<file path="config.mk">
export PLATFORM = sky130hd
export DESIGN_NAME = mm_port_end_flat
export DESIGN_NICKNAME = d
export VERILOG_FILES = /design/src/common/mm_pkg.sv /design/src/common/mm_link_if.sv /design/src/mm_port_end.sv /design/src/word_fifo.sv /design/src/flat_wrapper.sv
export SDC_FILE = /design/constraint.sdc
export NUM_CORES = 1
export LEC_CHECK = 0
export ABC_AREA = 1
export BUFFER_PORTS_ARGS = -buffer_cell sky130_fd_sc_hd__buf_2
export CAP_MARGIN = 20
export CORE_AREA = 8 8 246 248
export DETAILED_ROUTE_END_ITERATION = 8
export DIE_AREA = 0 0 254 256
export GPL_TIMING_DRIVEN = 0
export MAX_ROUTING_LAYER = met4
export PLACE_DENSITY = 0.6
export SYNTH_ARGS = -nofsm -noshare
export SYNTH_HDL_FRONTEND = slang
export SYNTH_SLANG_ARGS = --single-unit
export TNS_END_PERCENT = 30
</file>
<file path="constraint.sdc">
create_clock -name clk_sys -period 2.2 [get_ports clk_sys]
set_input_delay 0.44 -clock clk_sys [delete_from_list [all_inputs] [get_ports clk_sys]]
set_output_delay 0.44 -clock clk_sys [all_outputs]
set_load 0.005 [all_outputs]
</file>
<file path="src/common/mm_pkg.sv">
// shared constants and types for the pipelined read and flow control ports
//
// Summary of operation
// - read-valid input makes the master pipelined
// - master holds read, address, lanes while stalled
// - address phase ends at edge with stall low
// - fabric returns read words in issue order
// - master captures read word only when valid
// - outstanding reads bounded by a design maximum
// - after discard, valid stays low until new read
// - read issued with discard returns next
// - flow control only when both ends use it
// - tristate ports may not use flow control
// - readiness signals leave other timing unchanged
// - write-space-ok low when write would overflow
// - read-fill-ok low when read would underflow
// - fabric forwards only while matching readiness high
// - slave accepts every transfer regardless of readiness
// - packet-last passed on, pulse or held
// - slave works even if packet-last unseen
// - fill-ok high lets next read start
// - fill-ok falls only at end of read
// - read packet-last with its read word
// - each selected read cycle gives new word
// - space-ok falls only at end of write
// - write packet-last at write capture edge
package mm_pkg;
   // ************************************************************
   // widths and counts
   // ************************************************************
   localparam int DATA_W = 32; // bus word width
   localparam int ADDR_W = 16; // address width
   localparam int MAX_PEND = 4; // outstanding read ceiling
   localparam int FIFO_DEPTH = 4; // slave storage depth
   localparam int PKT_LEN = 4; // write words per packet
   localparam int RET_LAT = 2; // fabric return stages
   // ************************************************************
   // reset values
   // ************************************************************
   localparam logic BIT_RST = 1'b0; // single control bits
   localparam logic [7:0] CNT_RST = 8'h00; // counters
   // ************************************************************
   // master address phase states
   // ************************************************************
   typedef enum logic [1:0] {
      M_IDLE = 2'b01, // no request on the bus
      M_ADDR = 2'b10 // address phase in progress
   } mst_state_t;
endpackage

</file>
<file path="src/common/mm_link_if.sv">
// link carrying master and slave port signals between the two ends
`timescale 1ns/1ps
interface mm_link_if #(
   parameter int DW = mm_pkg::DATA_W,
   parameter int AW = mm_pkg::ADDR_W
);
   logic m_read; // master read request
   logic m_write; // master write request
   logic m_discard; // master drops pending reads
   logic [AW-1:0] m_addr; // master address
   logic [DW/8-1:0] m_be; // master byte lanes
   logic [DW-1:0] m_wdata; // master write word
   logic m_stall; // fabric stall request
   logic m_rd_valid; // read return valid
   logic [DW-1:0] m_rdata; // returned read word
   logic m_pkt_last; // packet-last toward master
   logic s_sel; // slave select
   logic s_read; // slave read
   logic s_write; // slave write
   logic [AW-1:0] s_addr; // slave address
   logic [DW/8-1:0] s_be; // slave byte lanes
   logic [DW-1:0] s_wdata; // slave write word
   logic [DW-1:0] s_rdata; // slave read word
   logic s_space_ok; // write-space-ok
   logic s_fill_ok; // read-fill-ok
   logic s_pkt_last; // packet-last from slave
   // port logic: pipelined master and flow-controlled slave
   modport port_side (
      output m_read, m_write, m_discard, m_addr, m_be, m_wdata,
      input m_stall, m_rd_valid, m_rdata, m_pkt_last,
      input s_sel, s_read, s_write, s_addr, s_be, s_wdata,
      output s_rdata, s_space_ok, s_fill_ok, s_pkt_last
   );
   // interconnect fabric
   modport fabric_side (
      input m_read, m_write, m_discard, m_addr, m_be, m_wdata,
      output m_stall, m_rd_valid, m_rdata, m_pkt_last,
      output s_sel, s_read, s_write, s_addr, s_be, s_wdata,
      input s_rdata, s_space_ok, s_fill_ok, s_pkt_last
   );
endinterface

</file>
<file path="src/mm_port_end.sv">
// port logic: pipelined read master and flow-controlled stream slave
`timescale 1ns/1ps
module mm_port_end #(
   parameter int DW = mm_pkg::DATA_W,
   parameter int AW = mm_pkg::ADDR_W,
   parameter int MAX_PEND = mm_pkg::MAX_PEND,
   parameter int DEPTH = mm_pkg::FIFO_DEPTH,
   parameter int PKT_LEN = mm_pkg::PKT_LEN,
   parameter bit PKT_HOLD = 1'b0,
   parameter bit TRISTATE = 1'b0
) (
   input wire logic clk_sys,
   input wire logic rst_b,
   mm_link_if.port_side bus,
   input wire logic cmd_valid,
   input wire logic cmd_write,
   input wire logic [AW-1:0] cmd_addr,
   input wire logic [DW/8-1:0] cmd_be,
   input wire logic [DW-1:0] cmd_wdata,
   output logic cmd_ready,
   input wire logic discard_req,
   output logic resp_valid,
   output logic [DW-1:0] resp_data,
   output logic resp_last,
   output logic [7:0] pend_count,
   input wire logic tx_valid,
   input wire logic [DW-1:0] tx_data,
   input wire logic tx_last,
   output logic tx_ready,
   output logic rx_valid,
   output logic [DW-1:0] rx_data,
   output logic rx_last,
   input wire logic rx_ready,
   input wire logic pkt_clear,
   output logic overflow,
   output logic underflow
);
   // ************************************************************
   // parameter checks
   // ************************************************************
   if (TRISTATE) begin : g_tri
      $error("flow control signals are not allowed on tristate ports");
   end
   if (MAX_PEND < 1 || MAX_PEND > 255) begin : g_pend
      $error("MAX_PEND must be 1 to 255");
   end
   if (PKT_LEN < 1 || PKT_LEN > 256) begin : g_pkt
      $error("PKT_LEN must be 1 to 256");
   end
   if (DW % 8 != 0) begin : g_dw
      $error("DW must be a whole number of bytes");
   end

   // ************************************************************
   // pipelined master: address phase
   // ************************************************************
   mm_pkg::mst_state_t state_r, state_nxt; // address phase state
   logic rd_r, rd_nxt; // read strobe driven
   logic wr_r, wr_nxt; // write strobe driven
   logic [AW-1:0] addr_r, addr_nxt; // address driven
   logic [DW/8-1:0] be_r, be_nxt; // lanes driven
   logic [DW-1:0] wd_r, wd_nxt; // write word driven
   logic phase_end; // address phase ends this edge
   logic took_rd; // a read address accepted this edge
   logic slot_free; // master may release the bus now
   logic room; // another read fits under the ceiling
   logic load; // new request enters address phase
   logic [7:0] pend_r, pend_nxt; // outstanding reads

   // phase ends on the first edge with stall low
   assign phase_end = (state_r == mm_pkg::M_ADDR) && !bus.m_stall;
   assign took_rd = phase_end && rd_r;
   assign slot_free = (state_r == mm_pkg::M_IDLE) || phase_end;
   // count the read in flight as already pending
   assign room = ({1'b0, pend_r} + {8'h00, took_rd}) < 9'(MAX_PEND);
   // back to back request in the cycle the phase ends
   assign cmd_ready = slot_free && (cmd_write || room);
   assign load = cmd_valid && cmd_ready;

   // next values of the address phase
   always_comb begin
      state_nxt = state_r;
      rd_nxt = rd_r;
      wr_nxt = wr_r;
      addr_nxt = addr_r;
      be_nxt = be_r;
      wd_nxt = wd_r;
      if (load) begin
         // new request presented
         state_nxt = mm_pkg::M_ADDR;
         rd_nxt = !cmd_write;
         wr_nxt = cmd_write;
         addr_nxt = cmd_addr;
         be_nxt = cmd_be;
         wd_nxt = cmd_wdata;
      end else if (phase_end) begin
         // request taken, bus goes quiet
         state_nxt = mm_pkg::M_IDLE;
         rd_nxt = mm_pkg::BIT_RST;
         wr_nxt = mm_pkg::BIT_RST;
      end
      // otherwise everything holds while stalled
   end

   always_ff @(posedge clk_sys or negedge rst_b) begin
      if (!rst_b) begin
         state_r <= mm_pkg::M_IDLE;
         rd_r <= mm_pkg::BIT_RST;
         wr_r <= mm_pkg::BIT_RST;
         addr_r <= '0;
         be_r <= '0;
         wd_r <= '0;
      end else begin
         state_r <= state_nxt;
         rd_r <= rd_nxt;
         wr_r <= wr_nxt;
         addr_r <= addr_nxt;
         be_r <= be_nxt;
         wd_r <= wd_nxt;
      end
   end

   assign bus.m_read = rd_r;
   assign bus.m_write = wr_r;
   assign bus.m_addr = addr_r;
   assign bus.m_be = be_r;
   assign bus.m_wdata = wd_r;
   // discard may share a cycle with a new read
   assign bus.m_discard = discard_req;

   // ************************************************************
   // pipelined master: outstanding count and returns
   // ************************************************************
   logic rv_r, rv_nxt; // returned word valid
   logic [DW-1:0] rdat_r, rdat_nxt; // returned word
   logic rlast_r, rlast_nxt; // returned packet-last

   // outstanding count next value
   always_comb begin
      pend_nxt = pend_r;
      if (discard_req) begin
         // only a read taken now survives a discard
         pend_nxt = {7'h00, took_rd};
      end else if (took_rd && !(bus.m_rd_valid && pend_r != '0)) begin
         pend_nxt = pend_r + 8'h01;
      end else if (!took_rd && bus.m_rd_valid && pend_r != '0) begin
         pend_nxt = pend_r - 8'h01;
      end
   end

   // returned word next values, returns lag issue freely
   always_comb begin
      // read word lines looked at only when valid
      rv_nxt = bus.m_rd_valid;
      rdat_nxt = bus.m_rd_valid ? bus.m_rdata : rdat_r;
      rlast_nxt = bus.m_rd_valid && bus.m_pkt_last;
   end

   always_ff @(posedge clk_sys or negedge rst_b) begin
      if (!rst_b) begin
         pend_r <= mm_pkg::CNT_RST;
         rv_r <= mm_pkg::BIT_RST;
         rdat_r <= '0;
         rlast_r <= mm_pkg::BIT_RST;
      end else begin
         pend_r <= pend_nxt;
         rv_r <= rv_nxt;
         rdat_r <= rdat_nxt;
         rlast_r <= rlast_nxt;
      end
   end

   assign resp_valid = rv_r;
   assign resp_data = rdat_r;
   assign resp_last = rlast_r;
   assign pend_count = pend_r;

   // ************************************************************
   // flow-controlled slave: storage
   // ************************************************************
   logic [DW:0] tx_head; // {last, word} for bus reads
   logic tx_full, tx_empty; // transmit store state
   logic [DW:0] rx_head; // {last, word} to user
   logic rx_full, rx_empty; // receive store state
   logic [DW-1:0] wmask; // write word with lanes applied
   logic bus_rd, bus_wr; // selected slave transfers
   logic wlast; // this write closes a packet
   logic [7:0] wcnt_r, wcnt_nxt; // words of current packet

   // selected transfers are always taken
   assign bus_rd = bus.s_sel && bus.s_read;
   assign bus_wr = bus.s_sel && bus.s_write;
   assign wlast = (wcnt_r == 8'(PKT_LEN - 1));

   // byte lanes: unselected lanes store as zero
   for (genvar b = 0; b < DW / 8; b++) begin : g_lane
      assign wmask[8*b +: 8] = bus.s_be[b] ? bus.s_wdata[8*b +: 8]
                                           : 8'h00;
   end

   // words the slave hands out on reads
   word_fifo #(.W(DW + 1), .DEPTH(DEPTH)) u_tx (
      .clk_sys(clk_sys),
      .rst_b(rst_b),
      .push(tx_valid),
      .push_data({tx_last, tx_data}),
      .pop(bus_rd),
      .head(tx_head),
      .full(tx_full),
      .empty(tx_empty)
   );

   // words the slave captures on writes
   word_fifo #(.W(DW + 1), .DEPTH(DEPTH)) u_rx (
      .clk_sys(clk_sys),
      .rst_b(rst_b),
      .push(bus_wr),
      .push_data({wlast, wmask}),
      .pop(rx_ready),
      .head(rx_head),
      .full(rx_full),
      .empty(rx_empty)
   );

   assign tx_ready = !tx_full;
   assign rx_valid = !rx_empty;
   assign rx_data = rx_head[DW-1:0];
   assign rx_last = rx_head[DW];
   assign bus.s_rdata = tx_head[DW-1:0];
   // from registered fill, so it moves only at an edge
   assign bus.s_space_ok = !rx_full;
   // same for the read side
   assign bus.s_fill_ok = !tx_empty;

   // ************************************************************
   // flow-controlled slave: packet marking and errors
   // ************************************************************
   logic mark_now; // packet-last for this transfer
   logic hold_r, hold_nxt; // held packet-last
   logic ovf_r, ovf_nxt; // write into full store
   logic unf_r, unf_nxt; // read from empty store

   // read mark rides with the word it belongs to
   // write mark stands during the capturing cycle
   assign mark_now = (bus_rd && tx_head[DW] && !tx_empty)
                   || (bus_wr && wlast);

   // packet counter, hold flag and error pulses
   always_comb begin
      wcnt_nxt = wcnt_r;
      if (bus_wr) begin
         wcnt_nxt = wlast ? mm_pkg::CNT_RST : wcnt_r + 8'h01;
      end
      // a set wins over a clear, nothing waits on it
      hold_nxt = PKT_HOLD && (mark_now || (hold_r && !pkt_clear));
      // dropped or stale words flagged, except a write dropped while rx_ready pops the full store, bus never stalls
      ovf_nxt = bus_wr && rx_full && !rx_ready;
      unf_nxt = bus_rd && tx_empty;
   end

   always_ff @(posedge clk_sys or negedge rst_b) begin
      if (!rst_b) begin
         wcnt_r <= mm_pkg::CNT_RST;
         hold_r <= mm_pkg::BIT_RST;
         ovf_r <= mm_pkg::BIT_RST;
         unf_r <= mm_pkg::BIT_RST;
      end else begin
         wcnt_r <= wcnt_nxt;
         hold_r <= hold_nxt;
         ovf_r <= ovf_nxt;
         unf_r <= unf_nxt;
      end
   end

   // pulse form, or pulse then held
   assign bus.s_pkt_last = mark_now || hold_r;
   assign overflow = ovf_r;
   assign underflow = unf_r;
endmodule

</file>
<file path="src/word_fifo.sv">
// flip-flop word store used as slave storage
`timescale 1ns/1ps
module word_fifo #(
   parameter int W = 8,
   parameter int DEPTH = mm_pkg::FIFO_DEPTH
) (
   input wire logic clk_sys,
   input wire logic rst_b,
   input wire logic push,
   input wire logic [W-1:0] push_data,
   input wire logic pop,
   output logic [W-1:0] head,
   output logic full,
   output logic empty
);
   localparam int PW = $clog2(DEPTH); // pointer width
   localparam int CW = PW + 1; // fill count width
   // ************************************************************
   // parameter check
   // ************************************************************
   if (DEPTH < 2 || (DEPTH & (DEPTH - 1)) != 0) begin : g_bad
      $error("word_fifo depth must be a power of two, 2 or more");
   end
   logic [W-1:0] mem_r [DEPTH]; // storage entries
   logic [W-1:0] mem_nxt [DEPTH];
   logic [PW-1:0] wp_r, wp_nxt; // write pointer
   logic [PW-1:0] rp_r, rp_nxt; // read pointer
   logic [CW-1:0] cnt_r, cnt_nxt; // words held
   logic do_push, do_pop; // effective moves
   assign full = (cnt_r == CW'(DEPTH));
   assign empty = (cnt_r == '0);
   assign head = mem_r[rp_r];
   assign do_push = push && !full;
   assign do_pop = pop && !empty;
   // pointer and count next values
   always_comb begin
      wp_nxt = do_push ? wp_r + 1'b1 : wp_r;
      rp_nxt = do_pop ? rp_r + 1'b1 : rp_r;
      cnt_nxt = cnt_r;
      if (do_push && !do_pop) begin
         cnt_nxt = cnt_r + 1'b1;
      end else if (do_pop && !do_push) begin
         cnt_nxt = cnt_r - 1'b1;
      end
   end
   always_ff @(posedge clk_sys or negedge rst_b) begin
      if (!rst_b) begin
         wp_r <= '0;
         rp_r <= '0;
         cnt_r <= '0;
      end else begin
         wp_r <= wp_nxt;
         rp_r <= rp_nxt;
         cnt_r <= cnt_nxt;
      end
   end
   // one register per entry, loaded when the write pointer hits it
   for (genvar i = 0; i < DEPTH; i++) begin : g_ent
      assign mem_nxt[i] = (do_push && wp_r == PW'(i)) ? push_data
                                                        : mem_r[i];
      always_ff @(posedge clk_sys or negedge rst_b) begin
         if (!rst_b) begin
            mem_r[i] <= '0;
         end else begin
            mem_r[i] <= mem_nxt[i];
         end
      end
   end
endmodule
</file>
<file path="src/flat_wrapper.sv">
// flat-port wrapper written by rule: the top's interface ports become plain ports
module mm_port_end_flat 
#(
   parameter int DW = mm_pkg::DATA_W,
   parameter int AW = mm_pkg::ADDR_W,
   parameter int MAX_PEND = mm_pkg::MAX_PEND,
   parameter int DEPTH = mm_pkg::FIFO_DEPTH,
   parameter int PKT_LEN = mm_pkg::PKT_LEN,
   parameter bit PKT_HOLD = 1'b0,
   parameter bit TRISTATE = 1'b0
)
  (clk_sys, rst_b, cmd_valid, cmd_write, cmd_addr, cmd_be, cmd_wdata, cmd_ready, discard_req, resp_valid, resp_data, resp_last, pend_count, tx_valid, tx_data, tx_last, tx_ready, rx_valid, rx_data, rx_last, rx_ready, pkt_clear, overflow, underflow, bus_m_read, bus_m_write, bus_m_discard, bus_m_addr, bus_m_be, bus_m_wdata, bus_m_stall, bus_m_rd_valid, bus_m_rdata, bus_m_pkt_last, bus_s_sel, bus_s_read, bus_s_write, bus_s_addr, bus_s_be, bus_s_wdata, bus_s_rdata, bus_s_space_ok, bus_s_fill_ok, bus_s_pkt_last);
  mm_link_if #(.DW(DW), .AW(AW)) bus_i ();
  input wire logic clk_sys;
  input wire logic rst_b;
  input wire logic cmd_valid;
  input wire logic cmd_write;
  input wire logic [AW-1:0] cmd_addr;
  input wire logic [DW/8-1:0] cmd_be;
  input wire logic [DW-1:0] cmd_wdata;
  output logic cmd_ready;
  input wire logic discard_req;
  output logic resp_valid;
  output logic [DW-1:0] resp_data;
  output logic resp_last;
  output logic [7:0] pend_count;
  input wire logic tx_valid;
  input wire logic [DW-1:0] tx_data;
  input wire logic tx_last;
  output logic tx_ready;
  output logic rx_valid;
  output logic [DW-1:0] rx_data;
  output logic rx_last;
  input wire logic rx_ready;
  input wire logic pkt_clear;
  output logic overflow;
  output logic underflow;
  output wire logic [$bits(bus_i.m_read)-1:0] bus_m_read;
  output wire logic [$bits(bus_i.m_write)-1:0] bus_m_write;
  output wire logic [$bits(bus_i.m_discard)-1:0] bus_m_discard;
  output wire logic [$bits(bus_i.m_addr)-1:0] bus_m_addr;
  output wire logic [$bits(bus_i.m_be)-1:0] bus_m_be;
  output wire logic [$bits(bus_i.m_wdata)-1:0] bus_m_wdata;
  input wire logic [$bits(bus_i.m_stall)-1:0] bus_m_stall;
  input wire logic [$bits(bus_i.m_rd_valid)-1:0] bus_m_rd_valid;
  input wire logic [$bits(bus_i.m_rdata)-1:0] bus_m_rdata;
  input wire logic [$bits(bus_i.m_pkt_last)-1:0] bus_m_pkt_last;
  input wire logic [$bits(bus_i.s_sel)-1:0] bus_s_sel;
  input wire logic [$bits(bus_i.s_read)-1:0] bus_s_read;
  input wire logic [$bits(bus_i.s_write)-1:0] bus_s_write;
  input wire logic [$bits(bus_i.s_addr)-1:0] bus_s_addr;
  input wire logic [$bits(bus_i.s_be)-1:0] bus_s_be;
  input wire logic [$bits(bus_i.s_wdata)-1:0] bus_s_wdata;
  output wire logic [$bits(bus_i.s_rdata)-1:0] bus_s_rdata;
  output wire logic [$bits(bus_i.s_space_ok)-1:0] bus_s_space_ok;
  output wire logic [$bits(bus_i.s_fill_ok)-1:0] bus_s_fill_ok;
  output wire logic [$bits(bus_i.s_pkt_last)-1:0] bus_s_pkt_last;
  assign bus_m_read = bus_i.m_read;
  assign bus_m_write = bus_i.m_write;
  assign bus_m_discard = bus_i.m_discard;
  assign bus_m_addr = bus_i.m_addr;
  assign bus_m_be = bus_i.m_be;
  assign bus_m_wdata = bus_i.m_wdata;
  assign bus_i.m_stall = bus_m_stall;
  assign bus_i.m_rd_valid = bus_m_rd_valid;
  assign bus_i.m_rdata = bus_m_rdata;
  assign bus_i.m_pkt_last = bus_m_pkt_last;
  assign bus_i.s_sel = bus_s_sel;
  assign bus_i.s_read = bus_s_read;
  assign bus_i.s_write = bus_s_write;
  assign bus_i.s_addr = bus_s_addr;
  assign bus_i.s_be = bus_s_be;
  assign bus_i.s_wdata = bus_s_wdata;
  assign bus_s_rdata = bus_i.s_rdata;
  assign bus_s_space_ok = bus_i.s_space_ok;
  assign bus_s_fill_ok = bus_i.s_fill_ok;
  assign bus_s_pkt_last = bus_i.s_pkt_last;
  mm_port_end #(.DW(DW), .AW(AW), .MAX_PEND(MAX_PEND), .DEPTH(DEPTH), .PKT_LEN(PKT_LEN), .PKT_HOLD(PKT_HOLD), .TRISTATE(TRISTATE)) u_core (.clk_sys(clk_sys), .rst_b(rst_b), .bus(bus_i), .cmd_valid(cmd_valid), .cmd_write(cmd_write), .cmd_addr(cmd_addr), .cmd_be(cmd_be), .cmd_wdata(cmd_wdata), .cmd_ready(cmd_ready), .discard_req(discard_req), .resp_valid(resp_valid), .resp_data(resp_data), .resp_last(resp_last), .pend_count(pend_count), .tx_valid(tx_valid), .tx_data(tx_data), .tx_last(tx_last), .tx_ready(tx_ready), .rx_valid(rx_valid), .rx_data(rx_data), .rx_last(rx_last), .rx_ready(rx_ready), .pkt_clear(pkt_clear), .overflow(overflow), .underflow(underflow));
endmodule
</file>
* Yosys cells after proc, flatten, opt, wreduce, memory -nomap -nowiden
Cells that the tools add are included.
** Storage, ports and cells
- Bits in registers :: 386
- Output and inout port bits :: 170
** Cells by class
- $add $sub $neg :: 12
- Order comparisons :: 3
- Equality and inequality tests :: 11
- Multiplexer cells :: 23
- Bitwise operators :: 2
- Reductions and logical operators :: 58
** Operators with widths (count)
- $bmux 33 s2 :: 2
- $mux 33 :: 4
- $mux 8 :: 8
- $logic_and 1x1->1 :: 33
- $add 8x1->8 const B :: 2
- $logic_not 1->1 :: 13
- $mux 3 :: 4
- $eq 2x2->1 const B :: 5
- $add 8x1->9 :: 1
- $lt 9x3->1 const B :: 1
- $add 2x1->2 const B :: 4
- $eq 8x2->1 const B :: 1
- $reduce_bool 8->1 :: 1
- $sub 8x1->8 const B :: 1
- $add 3x1->3 const B :: 2
- $eq 2x1->1 const B :: 3
- $eq 3x3->1 const B :: 2
- $ge 3x3->1 const B :: 2
- $logic_not 3->1 :: 2
- $not 2->3 :: 2
- $reduce_bool 2->1 :: 3
- $sub 3x1->3 const B :: 2
- $logic_not 2->1 :: 2
- $mux 2 :: 2
- other kinds (3) :: 7

* Logic depth before layout (Yosys ltp)
- Word-level depth :: 9
- Gate-level depth with buffers :: 13

* By module
From an unflattened synthesis, not the netlist that was laid out.
** Unflattened totals
- Cell total of the unflattened synthesis :: 2287
- Area total of the unflattened synthesis :: 18705.4 µm²
** Modules (own cells, without submodules)
- word_fifo :: instances 2, cells each 864, area an instance 6851.6 µm², sequential area each 3478.3 µm²
- mm_port_end :: instances 1, cells each 559, area an instance 5002.3 µm², sequential area each 2703.8 µm²

* Worst setup path after synthesis
Ideal clock, no wire load.
- Kind :: reg-to-reg
- Start point :: reg u_core.pend_r[0] (netlist: u_core.pend_count[0])
- End point :: reg u_core.pend_r[6] (netlist: u_core.pend_count[6])
- Library setup time :: 117 ps
- Data arrival time :: 2132 ps
- Required time :: 2083 ps
- Slack :: -49 ps
- Cell stages (with the launch flop) :: 12
- Path buffers :: 0
- Period minus slack after synthesis :: 2249 ps
- Cell sequence :: dfrtp_1 nor2_1 nand2_1 o21ai_1 nand2_1 ha_1 a21oi_1 or2_2 nand3_1 or2_2 nand3_1 nand2_1
** Between the ends
- Word-level cells in the longest chain between the ends :: 6
** RTL lines
- start: declaration :: line mm_port_end.sv:68 : logic [7:0] pend_r, pend_nxt;
- start signal: assignment :: line mm_port_end.sv:161 : pend_r <= mm_pkg::CNT_RST;
- start signal: assignment :: line mm_port_end.sv:166 : pend_r <= pend_nxt;
- branches (longest 6 deep; another with $sub 8x1->8)
Several ways; the timed one is not identified. The select of a mux whose other input is x is not followed.
A chain may end at the register's enable or synchronous reset.

* Worst setup path after layout
- Start point :: reg u_core.u_tx.rp_r[0]
- End point :: out bus_s_rdata[5]
** Between the ends
- Word-level cells in the longest chain between the ends :: 4
** RTL lines
- start: declaration :: line word_fifo.sv:27 : logic [PW-1:0] rp_r, rp_nxt;
- start signal: assignment :: line word_fifo.sv:53 : rp_r <= rp_nxt;
- $not 2->3 (implied by the code) :: line word_fifo.sv:32 : assign head = mem_r[rp_r];
- $bmux 33 s2 :: line word_fifo.sv:32
- $mux 33 (implied by the code) (2 in a row) :: line word_fifo.sv:32
- end: declaration :: line flat_wrapper.sv:54 : output wire logic [$bits(bus_i.s_rdata)-1:0] bus_s_rdata;
Every way passes these cells. The select of a mux whose other input is x is not followed.

==> metrics.txt <==
die area 0.0650 mm^2; final setup skew 22.3 ps; initial core utilization 29.4%; most frequent cells in the layout nand2_1 (467), dfrtp_1 (379), o21ai_0 (369); PD cells 1580 mW/mm^2; final setup vio count 55; WP data required 1760 ps; Max Slew Vio Count 0; row count 88; Vias/cell 4.87; failing checks negative setup slack; Iteration-0 DRC Markers roughly 1100; GRT Total Usage between 15 and 20%; TritonRoute pass-1 iters 5; pre-CTS setup slack -697 ps; Cell Area, Synth 0.0167 mm^2; worst hold path class input port to register; remaining antenna violation count 0; largest net degree at the start of global routing 118; slew margin rel. 51.1%; top cells by area, synth dfrtp_1 (58%), o21ai_0 (12%), nand2_1 (11%), nor2_1 (3.4%), o22ai_1 (2.4%); total chip power between 30 and 40 mW; Post-Syn Instances 1863; VDD IR max 814 uV; global-route wire length before repair 84800 um; share of cells above drive strength 1 30.1%; commonest non-fill, non-tap cell in the layout nand2_1; DRC 0; RSZ-0062 raised after global routing yes; fin nets 2482; crit path max fanout 10; post-synthesis sequential area ratio 57.8%; status finished with violations; area of the multi-input gates 0.00683 mm^2; Core ar. 0.0568 mm^2; Post-Layout Cell Count ~3100; data arrival time of the critical path roughly 2000 ps; Leak 10.9 nW; dpl cells 2961; Setup crit end kind output pin; kind of start point of the critical path register; Least-Margin Pin Slew 734 ps; mean post-synth cell area ~9 um^2; root buf cell clkbuf_16; vias in the first global route between 15000 and 20000; count of input and output buffers 330; CTS max path bufs 3; origin of the worst setup path u_core.u_tx.rp_r[0]; final setup margin -186 ps; Layout area overhead 34.3%; Crit Path Category register to output pin; initial antenna violation count 4; TritonCTS clock tree yes; Min-Delay Startpoint bus_m_pkt_last; area share of the largest cell type after synthesis 57.6%; #FFs+latches synth 386; leading area contributor after synthesis dfrtp_1; syn_nets 2066; Ys Warns 0; later-pin clock latency in the skew report 580 ps; crit share post-route 108%; MaxCap Viol Count 0; num ports 353; Fmax about 420 MHz; RePlAce Congestion ~0.86; Fin Hold WS 74.5 ps; Clock transition at path regs 60 ps; Congestion Overflow GR 0; DIE WIDTH 254 um; H-tree level count 2; Detailed Route WL between 50000 and 60000 um; fill count 5740; via count 15012; Die Ht approximately 260 um; clock sinks 386; post-DP HPWL 38000 um; Min Clock Period, post-route approximately 2400 ps; CTS Buf Count 46; sequential standard cell area 0.00967 mm^2; DR WL/cell 17.9 um; Synth cell types 32; Final Hold Viols 0; Critical R2R Launch u_core.pend_count[7]; final setup TNS -3310 ps
## synth_stat cells
cell type / instances
inv_2: 1
nor4_1: 1
inv_1: 84
o21ai_1: 1
buf_4: 17
o21ai_0: 406
buf_2: 25
clkbuf_1: 66
nand2_1: 472
xor2_1: 10
buf_6: 5
buf_1: 5
or2_2: 4
o32ai_1: 1
xnor2_1: 4
a21boi_4: 1
nand3_1: 75
clkbuf_2: 4
nand3_2: 1
ha_1: 17
nor3_1: 5
fa_1: 3
nand2_2: 2
dfstp_2: 1
nor2_1: 150
a21oi_1: 11
a21oi_2: 1
o22ai_1: 65
nor2_4: 2
mux2_2: 33
dfrtp_1: 385
nand4_1: 5
## sequential cells by signal, summed over array words and instances, names as in the netlist, 4 cells and up
name and count:
u_core.wcnt_r 8, u_core.pend_count 8, u_core.u_rx.mem_r 132, u_core.u_tx.mem_r 132
u_core.bus.m_be 4, u_core.resp_data 32, u_core.bus.m_wdata 32, u_core.bus.m_addr 16
## timing repair
item,4_1_cts,5_1_grt
hold endpoints to repair,40,0
gates cloned,2,6
setup endpoints to repair,84,103
resized for setup,181,142
setup buffers,15,10
hold buffers,2,0
pin swaps,51,32
## final timing paths
kind	depth (start not counted)	slack (ps)	to
hold reg to reg	2	470	u_core.bus.m_addr[10]
hold / removal	3	70	u_core.resp_last
min in group asynchronous	2	370	u_core.resp_valid
max in group asynchronous	4	420	u_core.bus.m_wdata[27]
setup reg to reg	11	30	u_core.pend_count[6]
setup / recovery	4	-190	bus_s_rdata[5]
## layer usage
layer	up-vias	part of all wire (%)	track usage (%)
met3	93	7.1	3.91
met4	0	2.2	4.47
li1	6993	-	-
met5	-	0	-
met1	7406	42	20.6
met2	520	49	27.1
## critical path: stages (launching register included)
cell	delay, ps
dfrtp_2	450
buf_2	210
o21ai_0	410
o22ai_4	150
buf_2	150
## cell families (layout without fill, tap and decap cells)
logic type / count (synthesis) / after routing / synth area share (%)
compound gates: 486 / 486 / 15.2
other cells: 0 / 4 / 0
mux: 33 / 33 / 2.22
fa+ha+maj: 20 / 20 / 1.63
flops: 386 / 386 / 57.8
buf+inv: 207 / 659 / 5.47
simple gates: 717 / 718 / 17.0
xor+xnor: 14 / 14 / 0.733
## area by class of cell
cell class,instances,share of cell area (%)
flip-flops and latches,386,43.0
diodes,4,0.0446
multi-input cells,1271,30.4
clock inverters,13,1.08
inverters,85,1.44
repair buffers,367,9.20
well taps,765,4.26
clock buffers,72,6.27
plain buffers,122,4.26
## power breakdown
group | internal [mW] | total [mW] | leakage [nW] | switching (mW)
clock | 5.01 | 8.16 | 0.802 | 3.14
sequential | 10.1 | 11.9 | 4.87 | 1.81
combinational | 6.55 | 15.4 | 5.25 | 8.86
total | 21.7 | 35.5 | 10.9 | 13.8
## metrics by stage
step           area, um^2  util, %
4_1_cts             21900     38.5
3_5_place_dp        19400     34.2
5_1_grt             22500     39.5
3_3_place_gp        19300     34.0
2_1_floorplan       16700        -
6_report            22500     39.5
Note: power is estimated with default switching activity, not from simulation.
